## src/verilog/dsco_defs.svh

```systemverilog
// Constants of the drive state control object bank.
// Function
// - Memory capacity reads as 32 bits, zero when no memory attached.
// - Supply mV, logic mV and board temperature read at subindices 1 to 3.
// - Error code reads as low 16 bits of newest error history entry.
// - Command bit 0 set requests the switched-on state.
// - Command bit 1 set requests the voltage-enabled state.
// - Command bit 2 cleared commands quick stop.
// - Command bit 3 set requests operation enabled.
// - Command bits 4 to 6 and 9 follow the selected operating mode.
// - Command bit 7 clears a pending fault when possible.
// - Command bit 8 halts motion in the five halt-capable modes.
// - State word bit 9 reads one from the first edge after reset; reset clears it with the rest of the word.
// - State word bit 8 shows fieldbus synchronisation.
// - State word bit 15 set only after setup success and index seen.
// - State word bit 11 set when an internal limit is exceeded.
// - Low byte encodes not-ready and switch-on-disabled patterns.
// - Low byte encodes ready, switched-on and operation-enabled patterns.
// - Low byte encodes quick-stop, fault-reaction and fault patterns.
`ifndef DSCO_DEFS_SVH
`define DSCO_DEFS_SVH
`define DSCO_IDX_HW_INFO 16'h4012
`define DSCO_IDX_HW_CFG 16'h4013
`define DSCO_IDX_OPCOND 16'h4014
`define DSCO_IDX_ERR 16'h603f
`define DSCO_IDX_CMD 16'h6040
`define DSCO_IDX_STAT 16'h6041
`define DSCO_SUB_0 8'h00
`define DSCO_SUB_1 8'h01
`define DSCO_SUB_2 8'h02
`define DSCO_SUB_3 8'h03
`define DSCO_HWINFO_MAXSUB 32'h00000001
`define DSCO_HWCFG_MAXSUB 32'h00000001
`define DSCO_OPCOND_MAXSUB 32'h00000003
`define DSCO_CMD_RST 16'h0000
`define DSCO_CFG_RST 32'h00000000
`define DSCO_ERR_RST 16'h0000
`define DSCO_STAT_RST 16'h0000
`define DSCO_CW_SO 0
`define DSCO_CW_EV 1
`define DSCO_CW_QS 2
`define DSCO_CW_EO 3
`define DSCO_CW_OMS_LO 4
`define DSCO_CW_OMS_HI 6
`define DSCO_CW_FR 7
`define DSCO_CW_HALT 8
`define DSCO_CW_OMS_X 9
`define DSCO_SW_VE 4
`define DSCO_SW_WARN 7
`define DSCO_SW_SYNC 8
`define DSCO_SW_REM 9
`define DSCO_SW_CLA 15
`define DSCO_SW_ILA 11
`define DSCO_PAT_NRDY 8'h00
`define DSCO_PAT_SOD 8'h40
`define DSCO_PAT_READY_TO_SWITCH_ON 8'h21
`define DSCO_PAT_SON 8'h23
`define DSCO_PAT_OPEN 8'h27
`define DSCO_PAT_QSA 8'h07
`define DSCO_PAT_FRA 8'h0f
`define DSCO_PAT_FLT 8'h08
`define DSCO_MASK_A 8'h4f
`define DSCO_MASK_B 8'h6f
`define DSCO_MODE_PP 8'h01
`define DSCO_MODE_VL 8'h02
`define DSCO_MODE_PV 8'h03
`define DSCO_MODE_TQ 8'h04
`define DSCO_MODE_IP 8'h07
`endif

```

## src/verilog/dsco_pkg.sv

```systemverilog
// Types shared by the drive state control object bank.
`default_nettype none
package dsco_pkg;
	typedef enum logic [2:0] {ST_NRDY, ST_SOD, ST_READY_TO_SWITCH_ON, ST_SON, ST_OPEN, ST_QSA, ST_FRA, ST_FLT} dsco_state_e;
	typedef struct packed {
		logic rd;
		logic wr;
		logic [15:0] index;
		logic [7:0] sub;
		logic [31:0] wdata;
	} dsco_req_s;
	typedef struct packed {
		logic valid;
		logic err;
		logic [31:0] rdata;
	} dsco_rsp_s;
	typedef struct packed {
		logic [31:0] supply_mv;
		logic [31:0] logic_mv;
		logic [31:0] temp_dc;
	} dsco_cond_s;
endpackage
`default_nettype wire

```

## src/verilog/dsco_top.sv

```systemverilog
// Object bank and power state machine of the drive controller.
`timescale 1ns/1ps
`default_nettype none
`include "dsco_defs.svh"
module dsco_top (
	input wire logic clock,
	input wire logic rst_n,
	input wire dsco_pkg::dsco_req_s obj_req,
	output var dsco_pkg::dsco_rsp_s obj_rsp,
	input wire dsco_pkg::dsco_cond_s cond,
	input wire logic nvm_present,
	input wire logic [31:0] nvm_capacity,
	input wire logic [31:0] err_newest,
	input wire logic self_test_done,
	input wire logic fault_event,
	input wire logic fault_clearable,
	input wire logic quick_stop_done,
	input wire logic voltage_present,
	input wire logic warning,
	input wire logic fieldbus_sync,
	input wire logic goal_reached_flag,
	input wire logic internal_limit_flag,
	input wire logic autosetup_ok,
	input wire logic index_seen,
	input wire logic [7:0] op_mode,
	input wire logic [1:0] mode_status,
	output var dsco_pkg::dsco_state_e drive_state,
	output logic [15:0] drive_state_word,
	output logic [15:0] drive_command_word,
	output logic [31:0] hw_config,
	output logic power_stage_on,
	output logic halt_motion,
	output logic [3:0] mode_specific_bits,
	output logic [7:0] mode_specific_mode,
	output logic fault_clear
);
	import dsco_pkg::*;

	// ----------------------------------------
	// Object decode
	// ----------------------------------------
	function automatic logic obj_is(input logic [15:0] i, input logic [7:0] s,
		input logic [15:0] ri, input logic [7:0] rs);
		obj_is = (i == ri) && (s == rs);
	endfunction

	function automatic logic [7:0] state_pattern(input dsco_state_e st);
		unique case (st)
			ST_NRDY: state_pattern = `DSCO_PAT_NRDY;
			ST_SOD: state_pattern = `DSCO_PAT_SOD;
			ST_READY_TO_SWITCH_ON: state_pattern = `DSCO_PAT_READY_TO_SWITCH_ON;
			ST_SON: state_pattern = `DSCO_PAT_SON;
			ST_OPEN: state_pattern = `DSCO_PAT_OPEN;
			ST_QSA: state_pattern = `DSCO_PAT_QSA;
			ST_FRA: state_pattern = `DSCO_PAT_FRA;
			ST_FLT: state_pattern = `DSCO_PAT_FLT;
		endcase
	endfunction

	dsco_rsp_s rsp_reg, rsp_next;
	dsco_state_e state_reg, state_next;
	logic [15:0] cw_reg, cw_next;
	logic [31:0] cfg_reg, cfg_next;
	logic [15:0] err_reg;
	logic [15:0] sw_reg, sw_next;
	logic fr_prev_reg;
	logic power_reg, halt_reg, clear_reg;
	logic [3:0] oms_reg;
	logic [7:0] oms_mode_reg;

	wire [15:0] ri = obj_req.index;
	wire [7:0] rs = obj_req.sub;
	wire req_any = obj_req.rd | obj_req.wr;
	wire k_inf0 = obj_is(ri, rs, `DSCO_IDX_HW_INFO, `DSCO_SUB_0);
	wire k_cap = obj_is(ri, rs, `DSCO_IDX_HW_INFO, `DSCO_SUB_1);
	wire k_cfg0 = obj_is(ri, rs, `DSCO_IDX_HW_CFG, `DSCO_SUB_0);
	wire k_cfg1 = obj_is(ri, rs, `DSCO_IDX_HW_CFG, `DSCO_SUB_1);
	wire k_op0 = obj_is(ri, rs, `DSCO_IDX_OPCOND, `DSCO_SUB_0);
	wire k_sup = obj_is(ri, rs, `DSCO_IDX_OPCOND, `DSCO_SUB_1);
	wire k_lgc = obj_is(ri, rs, `DSCO_IDX_OPCOND, `DSCO_SUB_2);
	wire k_tmp = obj_is(ri, rs, `DSCO_IDX_OPCOND, `DSCO_SUB_3);
	wire k_err = obj_is(ri, rs, `DSCO_IDX_ERR, `DSCO_SUB_0);
	wire k_cmd = obj_is(ri, rs, `DSCO_IDX_CMD, `DSCO_SUB_0);
	wire k_stat = obj_is(ri, rs, `DSCO_IDX_STAT, `DSCO_SUB_0);
	wire mapped = |{k_inf0, k_cap, k_cfg0, k_cfg1, k_op0, k_sup, k_lgc, k_tmp, k_err, k_cmd, k_stat};
	wire writable = k_cfg1 | k_cmd;
	// Only the command word and the configuration entry accept data; others drop it.
	wire wr_cmd = obj_req.wr & k_cmd;
	wire wr_cfg = obj_req.wr & k_cfg1;
	wire [31:0] cap_val = nvm_present ? nvm_capacity : 32'h00000000;
	wire [31:0] rd_val =
		k_inf0 ? `DSCO_HWINFO_MAXSUB :
		k_cap ? cap_val :
		k_cfg0 ? `DSCO_HWCFG_MAXSUB :
		k_cfg1 ? cfg_reg :
		k_op0 ? `DSCO_OPCOND_MAXSUB :
		k_sup ? cond.supply_mv :
		k_lgc ? cond.logic_mv :
		k_tmp ? cond.temp_dc :
		k_err ? {16'h0000, err_reg} :
		k_cmd ? {16'h0000, cw_reg} :
		k_stat ? {16'h0000, sw_reg} : 32'h00000000;

	assign rsp_next.valid = req_any;
	assign rsp_next.err = req_any & (~mapped | (obj_req.wr & ~writable));
	assign rsp_next.rdata = obj_req.rd ? rd_val : 32'h00000000;
	assign cw_next = wr_cmd ? obj_req.wdata[15:0] : cw_reg;
	assign cfg_next = wr_cfg ? obj_req.wdata : cfg_reg;

	// ----------------------------------------
	// Power state machine
	// ----------------------------------------
	wire so = cw_reg[`DSCO_CW_SO];
	wire ev = cw_reg[`DSCO_CW_EV];
	wire qs = cw_reg[`DSCO_CW_QS];
	wire eo = cw_reg[`DSCO_CW_EO];
	wire fr = cw_reg[`DSCO_CW_FR];
	wire fr_rise = fr & ~fr_prev_reg;
	// Fault reset acts on the rising edge so a held bit cannot mask a new fault.
	wire do_clear = (state_reg == ST_FLT) & fr_rise & fault_clearable;
	wire in_fault = (state_reg == ST_FRA) | (state_reg == ST_FLT);

	always_comb begin
		state_next = state_reg;
		if (fault_event && !in_fault) begin
			state_next = ST_FRA;
		end else begin
			unique case (state_reg)
				ST_NRDY: if (self_test_done) state_next = ST_SOD;
				ST_SOD: if (ev && qs && !so) state_next = ST_READY_TO_SWITCH_ON;
				ST_READY_TO_SWITCH_ON: begin
					if (!ev || !qs) state_next = ST_SOD;
					else if (so) state_next = ST_SON;
				end
				ST_SON: begin
					if (!ev || !qs) state_next = ST_SOD;
					else if (!so) state_next = ST_READY_TO_SWITCH_ON;
					else if (eo) state_next = ST_OPEN;
				end
				ST_OPEN: begin
					if (!ev) state_next = ST_SOD;
					else if (!qs) state_next = ST_QSA;
					else if (!so) state_next = ST_READY_TO_SWITCH_ON;
					else if (!eo) state_next = ST_SON;
				end
				ST_QSA: begin
					if (!ev || quick_stop_done) state_next = ST_SOD;
					else if (qs && so && eo) state_next = ST_OPEN;
				end
				ST_FRA: state_next = ST_FLT;
				ST_FLT: if (do_clear) state_next = ST_SOD;
			endcase
		end
	end

	// ----------------------------------------
	// State word and mode handling
	// ----------------------------------------
	wire closed_loop_ready = autosetup_ok & index_seen;
	wire [7:0] low_byte = state_pattern(state_next)
		| ({7'h00, warning} << `DSCO_SW_WARN) | ({7'h00, voltage_present} << `DSCO_SW_VE);
	assign sw_next = {closed_loop_ready, 1'b0, mode_status, internal_limit_flag, goal_reached_flag,
		1'b1, fieldbus_sync, low_byte};
	wire mode_halts = (op_mode == `DSCO_MODE_PP) | (op_mode == `DSCO_MODE_VL) |
		(op_mode == `DSCO_MODE_PV) | (op_mode == `DSCO_MODE_TQ) | (op_mode == `DSCO_MODE_IP);
	wire halt_next = cw_next[`DSCO_CW_HALT] & mode_halts;
	// Mode bits are passed on with the mode they belong to; their meaning is decided downstream.
	wire [3:0] oms_next = {cw_next[`DSCO_CW_OMS_X], cw_next[`DSCO_CW_OMS_HI:`DSCO_CW_OMS_LO]};

	// ----------------------------------------
	// Registers
	// ----------------------------------------
	always_ff @(posedge clock) begin
		if (!rst_n) begin
			rsp_reg <= '0;
			cw_reg <= `DSCO_CMD_RST;
			cfg_reg <= `DSCO_CFG_RST;
		end else begin
			rsp_reg <= rsp_next;
			cw_reg <= cw_next;
			cfg_reg <= cfg_next;
		end
	end

	always_ff @(posedge clock) begin
		if (!rst_n) begin
			state_reg <= ST_NRDY;
			sw_reg <= `DSCO_STAT_RST;
			err_reg <= `DSCO_ERR_RST;
			fr_prev_reg <= 1'b0;
		end else begin
			state_reg <= state_next;
			sw_reg <= sw_next;
			err_reg <= err_newest[15:0];
			fr_prev_reg <= fr;
		end
	end

	always_ff @(posedge clock) begin
		if (!rst_n) begin
			power_reg <= 1'b0;
			halt_reg <= 1'b0;
			clear_reg <= 1'b0;
			oms_reg <= 4'h0;
			oms_mode_reg <= 8'h00;
		end else begin
			power_reg <= (state_next == ST_OPEN);
			halt_reg <= halt_next;
			clear_reg <= do_clear;
			oms_reg <= oms_next;
			oms_mode_reg <= op_mode;
		end
	end

	assign obj_rsp = rsp_reg;
	assign drive_state = state_reg;
	assign drive_state_word = sw_reg;
	assign drive_command_word = cw_reg;
	assign hw_config = cfg_reg;
	assign power_stage_on = power_reg;
	assign halt_motion = halt_reg;
	assign mode_specific_bits = oms_reg;
	assign mode_specific_mode = oms_mode_reg;
	assign fault_clear = clear_reg;

	// ----------------------------------------
	// Checks
	// ----------------------------------------
	dsco_req_s req_q;
	logic past_ok;
	always_ff @(posedge clock) begin
		if (!rst_n) begin
			req_q <= '0;
			past_ok <= 1'b0;
		end else begin
			req_q <= obj_req;
			past_ok <= 1'b1;
		end
	end
	wire q_cap = req_q.rd & obj_is(req_q.index, req_q.sub, `DSCO_IDX_HW_INFO, `DSCO_SUB_1);
	wire q_lgc = req_q.rd & obj_is(req_q.index, req_q.sub, `DSCO_IDX_OPCOND, `DSCO_SUB_2);
	wire q_err = req_q.rd & obj_is(req_q.index, req_q.sub, `DSCO_IDX_ERR, `DSCO_SUB_0);
endmodule
`default_nettype wire

```

## config.mk

```make
export PLATFORM = sky130hd
export DESIGN_NAME = dsco_top
export DESIGN_NICKNAME = d
export VERILOG_FILES = /design/src/verilog/dsco_pkg.sv /design/src/verilog/dsco_top.sv
export VERILOG_INCLUDE_DIRS = /design/src /design/src/verilog
export SDC_FILE = /design/constraint.sdc
export NUM_CORES = 1
export LEC_CHECK = 0
export ABC_AREA = 1
export BUFFER_PORTS_ARGS = -buffer_cell sky130_fd_sc_hd__buf_2
export CAP_MARGIN = 15
export CORE_MARGIN = 10
export CORE_UTILIZATION = 45
export DETAILED_ROUTE_END_ITERATION = 16
export HOLD_SLACK_MARGIN = 0.02
export PLACE_DENSITY_LB_ADDON = 0.25
export REMOVE_ABC_BUFFERS = 1
export SYNTH_ARGS = -nofsm -noshare
export SYNTH_HDL_FRONTEND = slang
export SYNTH_SLANG_ARGS = --single-unit
```

## constraint.sdc

```tcl
create_clock -name clock -period 2.9 [get_ports clock]
set_input_delay 0.87 -clock clock [delete_from_list [all_inputs] [get_ports clock]]
set_output_delay 0.87 -clock clock [all_outputs]
set_load 0.05 [all_outputs]
```

==> run_results.csv <==
group,metric,value,unit
run_status,status,"finished clean",
pwr,seqPwrFrac,0.426,
synthesis,synth_area,6460,um^2
route,wl_met2,13.3,mm
synthesis,synth.distinct_cells,32,
sta,timing.final.crit_share,0.855,
global_route,globalRouteOverflowTotal,0,
clock_tree,clk_latency,0.41,ns
cells_and_area,syn_to_final_growth,39.7,%
worst_hold_path,worstHoldEndpoint,"hw_config[18]",
worst_setup_path,cp-startpoint,"obj_req[39]",
worst_setup_path,cp_data_required_time,3.26,ns
sta,fin_crit,2.48,ns
route,via_per_inst,4.88,
die,die_x,140,um
pwr,power_switching,1.04,mW
die,io-pin-count,358,
synthesis,syn_avg_cell_area,6.42,um^2
clock_tree,clk_pin_slew,0.05,ns
worst_hold_path,hold_path_class,"register to register",
worst_setup_path,r2r-start,"drive_state[2]",
route,first_iter_violations,551,
pwr,p_int,3.22,mW
synthesis,synthCells,1006,
pwr,power,4.26,mW
sta,max_freq,0.403,GHz
placed_design,hpwl,20.8,mm
clock_tree,clock_path_buffers,2,
cells_and_area,largest_reg_flops,34,
clock_tree,root_buffer,"clkbuf_16",
placed_design,place.gp.congestion,0.887,
pwr,comb_power_share,0.096,
worst_setup_path,reg2reg_depth,9,
synthesis,yosysWarnings,0,
sta,tightest_slew,0.656,ns
cells_and_area,drive_gt1_frac,0.313,
sta,setup_viol_count_final,0,
worst_setup_path,startpoint_type,"primary input",
sta,max_slew_margin,0.563,
worst_hold_path,min-delay-start,"hw_config[18]",
synthesis,synthFlopType,"dfxtp_1",
clock_tree,cts_setup_buffers,0,
global_route,grtUsageTotal,0.259,
pwr,ir_drop,0.352,mV
route,drtAntennaViolNets,0,
worst_setup_path,cp_max_fo,11,
worst_hold_path,hold_depth,2,
clock_tree,post_cts_resized,0,
route,first_pass_iters,5,
pwr,p_leak,5.17,nW
placed_design,dp_worst_setup_slack,0.0478,ns
global_route,grt_max_degree,68,
route,drc,0,
route,vias,7540,
route,wl_per_cell,17.1,um
worst_setup_path,r2r_slack,1.00,ns
sta,tns,0,ns
die,core,14000,um^2
clock_tree,cts_made_buffers,17,
cells_and_area,layout.nets,1590,
sta,layout_setup_ws,0.420,ns
synthesis,ys_seq_elements,128,
global_route,antenna_found_initial,5,
route,wl_met3,2.44,mm
synthesis,synth-edff-count,0,
pwr,clockPowerShare,0.478,
clock_tree,htree_num_levels,4,
worst_setup_path,endpoint_kind,"register",
die,dieHeight,140,um
route,drt-total-wl,26.4,mm
route,top_layer,"met5",
clock_tree,cts_tree,"yes",
worst_setup_path,arrival,2.84,ns
sta,holdWs,0.477,ns
sta,final_max_slew_viol_count,0,
global_route,grt_pass1_wl,40.5,mm
sta,clock_skew,0.00749,ns
clock_tree,cts.sinks,128,
synthesis,async_flop_share,0,
synthesis,seq_area_frac_synth,0.397,
pwr,swShare,0.245,
placed_design,portBuffers,340,
pwr,pwr_density_cell,472,nW/um^2
die,die_area,19600,um^2
flow_run,cap_violations,0,
die,core.rowCount,43,
worst_setup_path,crit_type,"primary input to register",
clock_tree,cts_hold_buf,0,
global_route,grt_pass1_vias,7575,
route,drt-met1-wl,10.1,mm
die,start_util,0.462,
worst_setup_path,worstReg2RegEnd,"drive_state_word[1]",
cells_and_area,fin_util,0.646,
sta,rsz0062_at_grt,"false",
sta,hold_viol_final,0,
## power by group through the flow
stage	sequential (mW)	combinational (mW)	clock, mW
detailed placement	1.85	0.407	0
finish	1.82	0.410	2.04
floorplan	1.94	0.0877	0
global placement	1.85	0.402	0
CTS	1.81	0.409	2.06
global route	1.82	0.445	2.16
## cells by family after synthesis
family                 after synthesis  synth area share
and+or+nand+nor                    540             0.351
buffers and inverters              202             0.128
AOI/OAI and AO/OA                  135             0.124
DFF                                128             0.397
other                                1          0.000580
## worst max-delay path by stage
stage                             end  slack [ns]  depth (start not counted)
after global placement     obj_rsp[3]        0.09                         14
after CTS                  obj_rsp[3]        0.46                         14
after detailed placement   obj_rsp[3]        0.05                         14
after floorplan           halt_motion       -0.22                          9
after global routing       obj_rsp[3]        0.15                         14
final                      obj_rsp[3]        0.42                         14
## synth_stat cells, types with 2 or more instances
master      n  share of area
inv_2       3         0.0017
a211oi_1   10          0.012
buf_2      16          0.012
nand4_1    15          0.015
nor3_1     14          0.011
nor2_1    149          0.087
nor2_4      2         0.0035
dfxtp_1   128           0.40
clkinv_1    4         0.0023
clkbuf_1   19          0.011
inv_1     143          0.083
buf_4      13          0.015
nand3_1    70          0.054
or2_0       2         0.0019
o211ai_1   25          0.029
o21ai_0    44          0.034
a21oi_1    49          0.038
buf_1       4         0.0023
or2_2       6         0.0058
nand2_1   275           0.16
a211oi_2    4         0.0077
## critical path, stage by stage
cell and delay, ns:
buf_2 0.09, nor2_1 0.09, nand2_1 0.14, nor2_1 0.23, nand3_1 0.15, nor2_1 0.21
inv_2 0.16, nand2_1 0.42, o21ai_0 0.16, nand2_1 0.10, nand2_1 0.06, nand3_1 0.06
nand2_1 0.05, inv_1 0.04
## placed cells by master, fill, tap and decap left out, types with 5 or more instances in the layout
cell / n
o21ai_0: 44
nor2_1: 148
buf_12: 5
or2_2: 6
a211oi_1: 10
clkbuf_16: 17
inv_1: 143
o211ai_1: 25
buf_2: 340
nand3_1: 70
buf_4: 30
nand4_1: 15
nand2_1: 275
nor3_1: 14
dfxtp_1: 128
a21oi_1: 49
## metrics by stage
stage | area, um^2 | cells
3_5_place_dp | 8450 | 1509
2_1_floorplan | 6200 | 954
5_1_grt | 9030 | 1543
4_1_cts | 9020 | 1540
3_3_place_gp | 8450 | 1509
6_report | 9030 | 1544
## routing by layer
layer | track usage | up-vias
met5 | 0 | -
met4 | 0.102 | 2
met3 | 0.0820 | 36
met2 | 0.455 | 340
met1 | 0.283 | 3325
li1 | - | 3837
## final cells by class
class,count,area [um^2]
Multi-Input combinational cell,676,3080
Tap cell,180,225
Sequential cell,128,2560
Antenna cell,4,10.0
Fill cell,1346,4960
Clock inverter,9,82.6
Clock buffer,22,484
Inverter,150,563
Timing Repair Buffer,375,2030
Note: power is estimated with default switching activity, not from simulation.
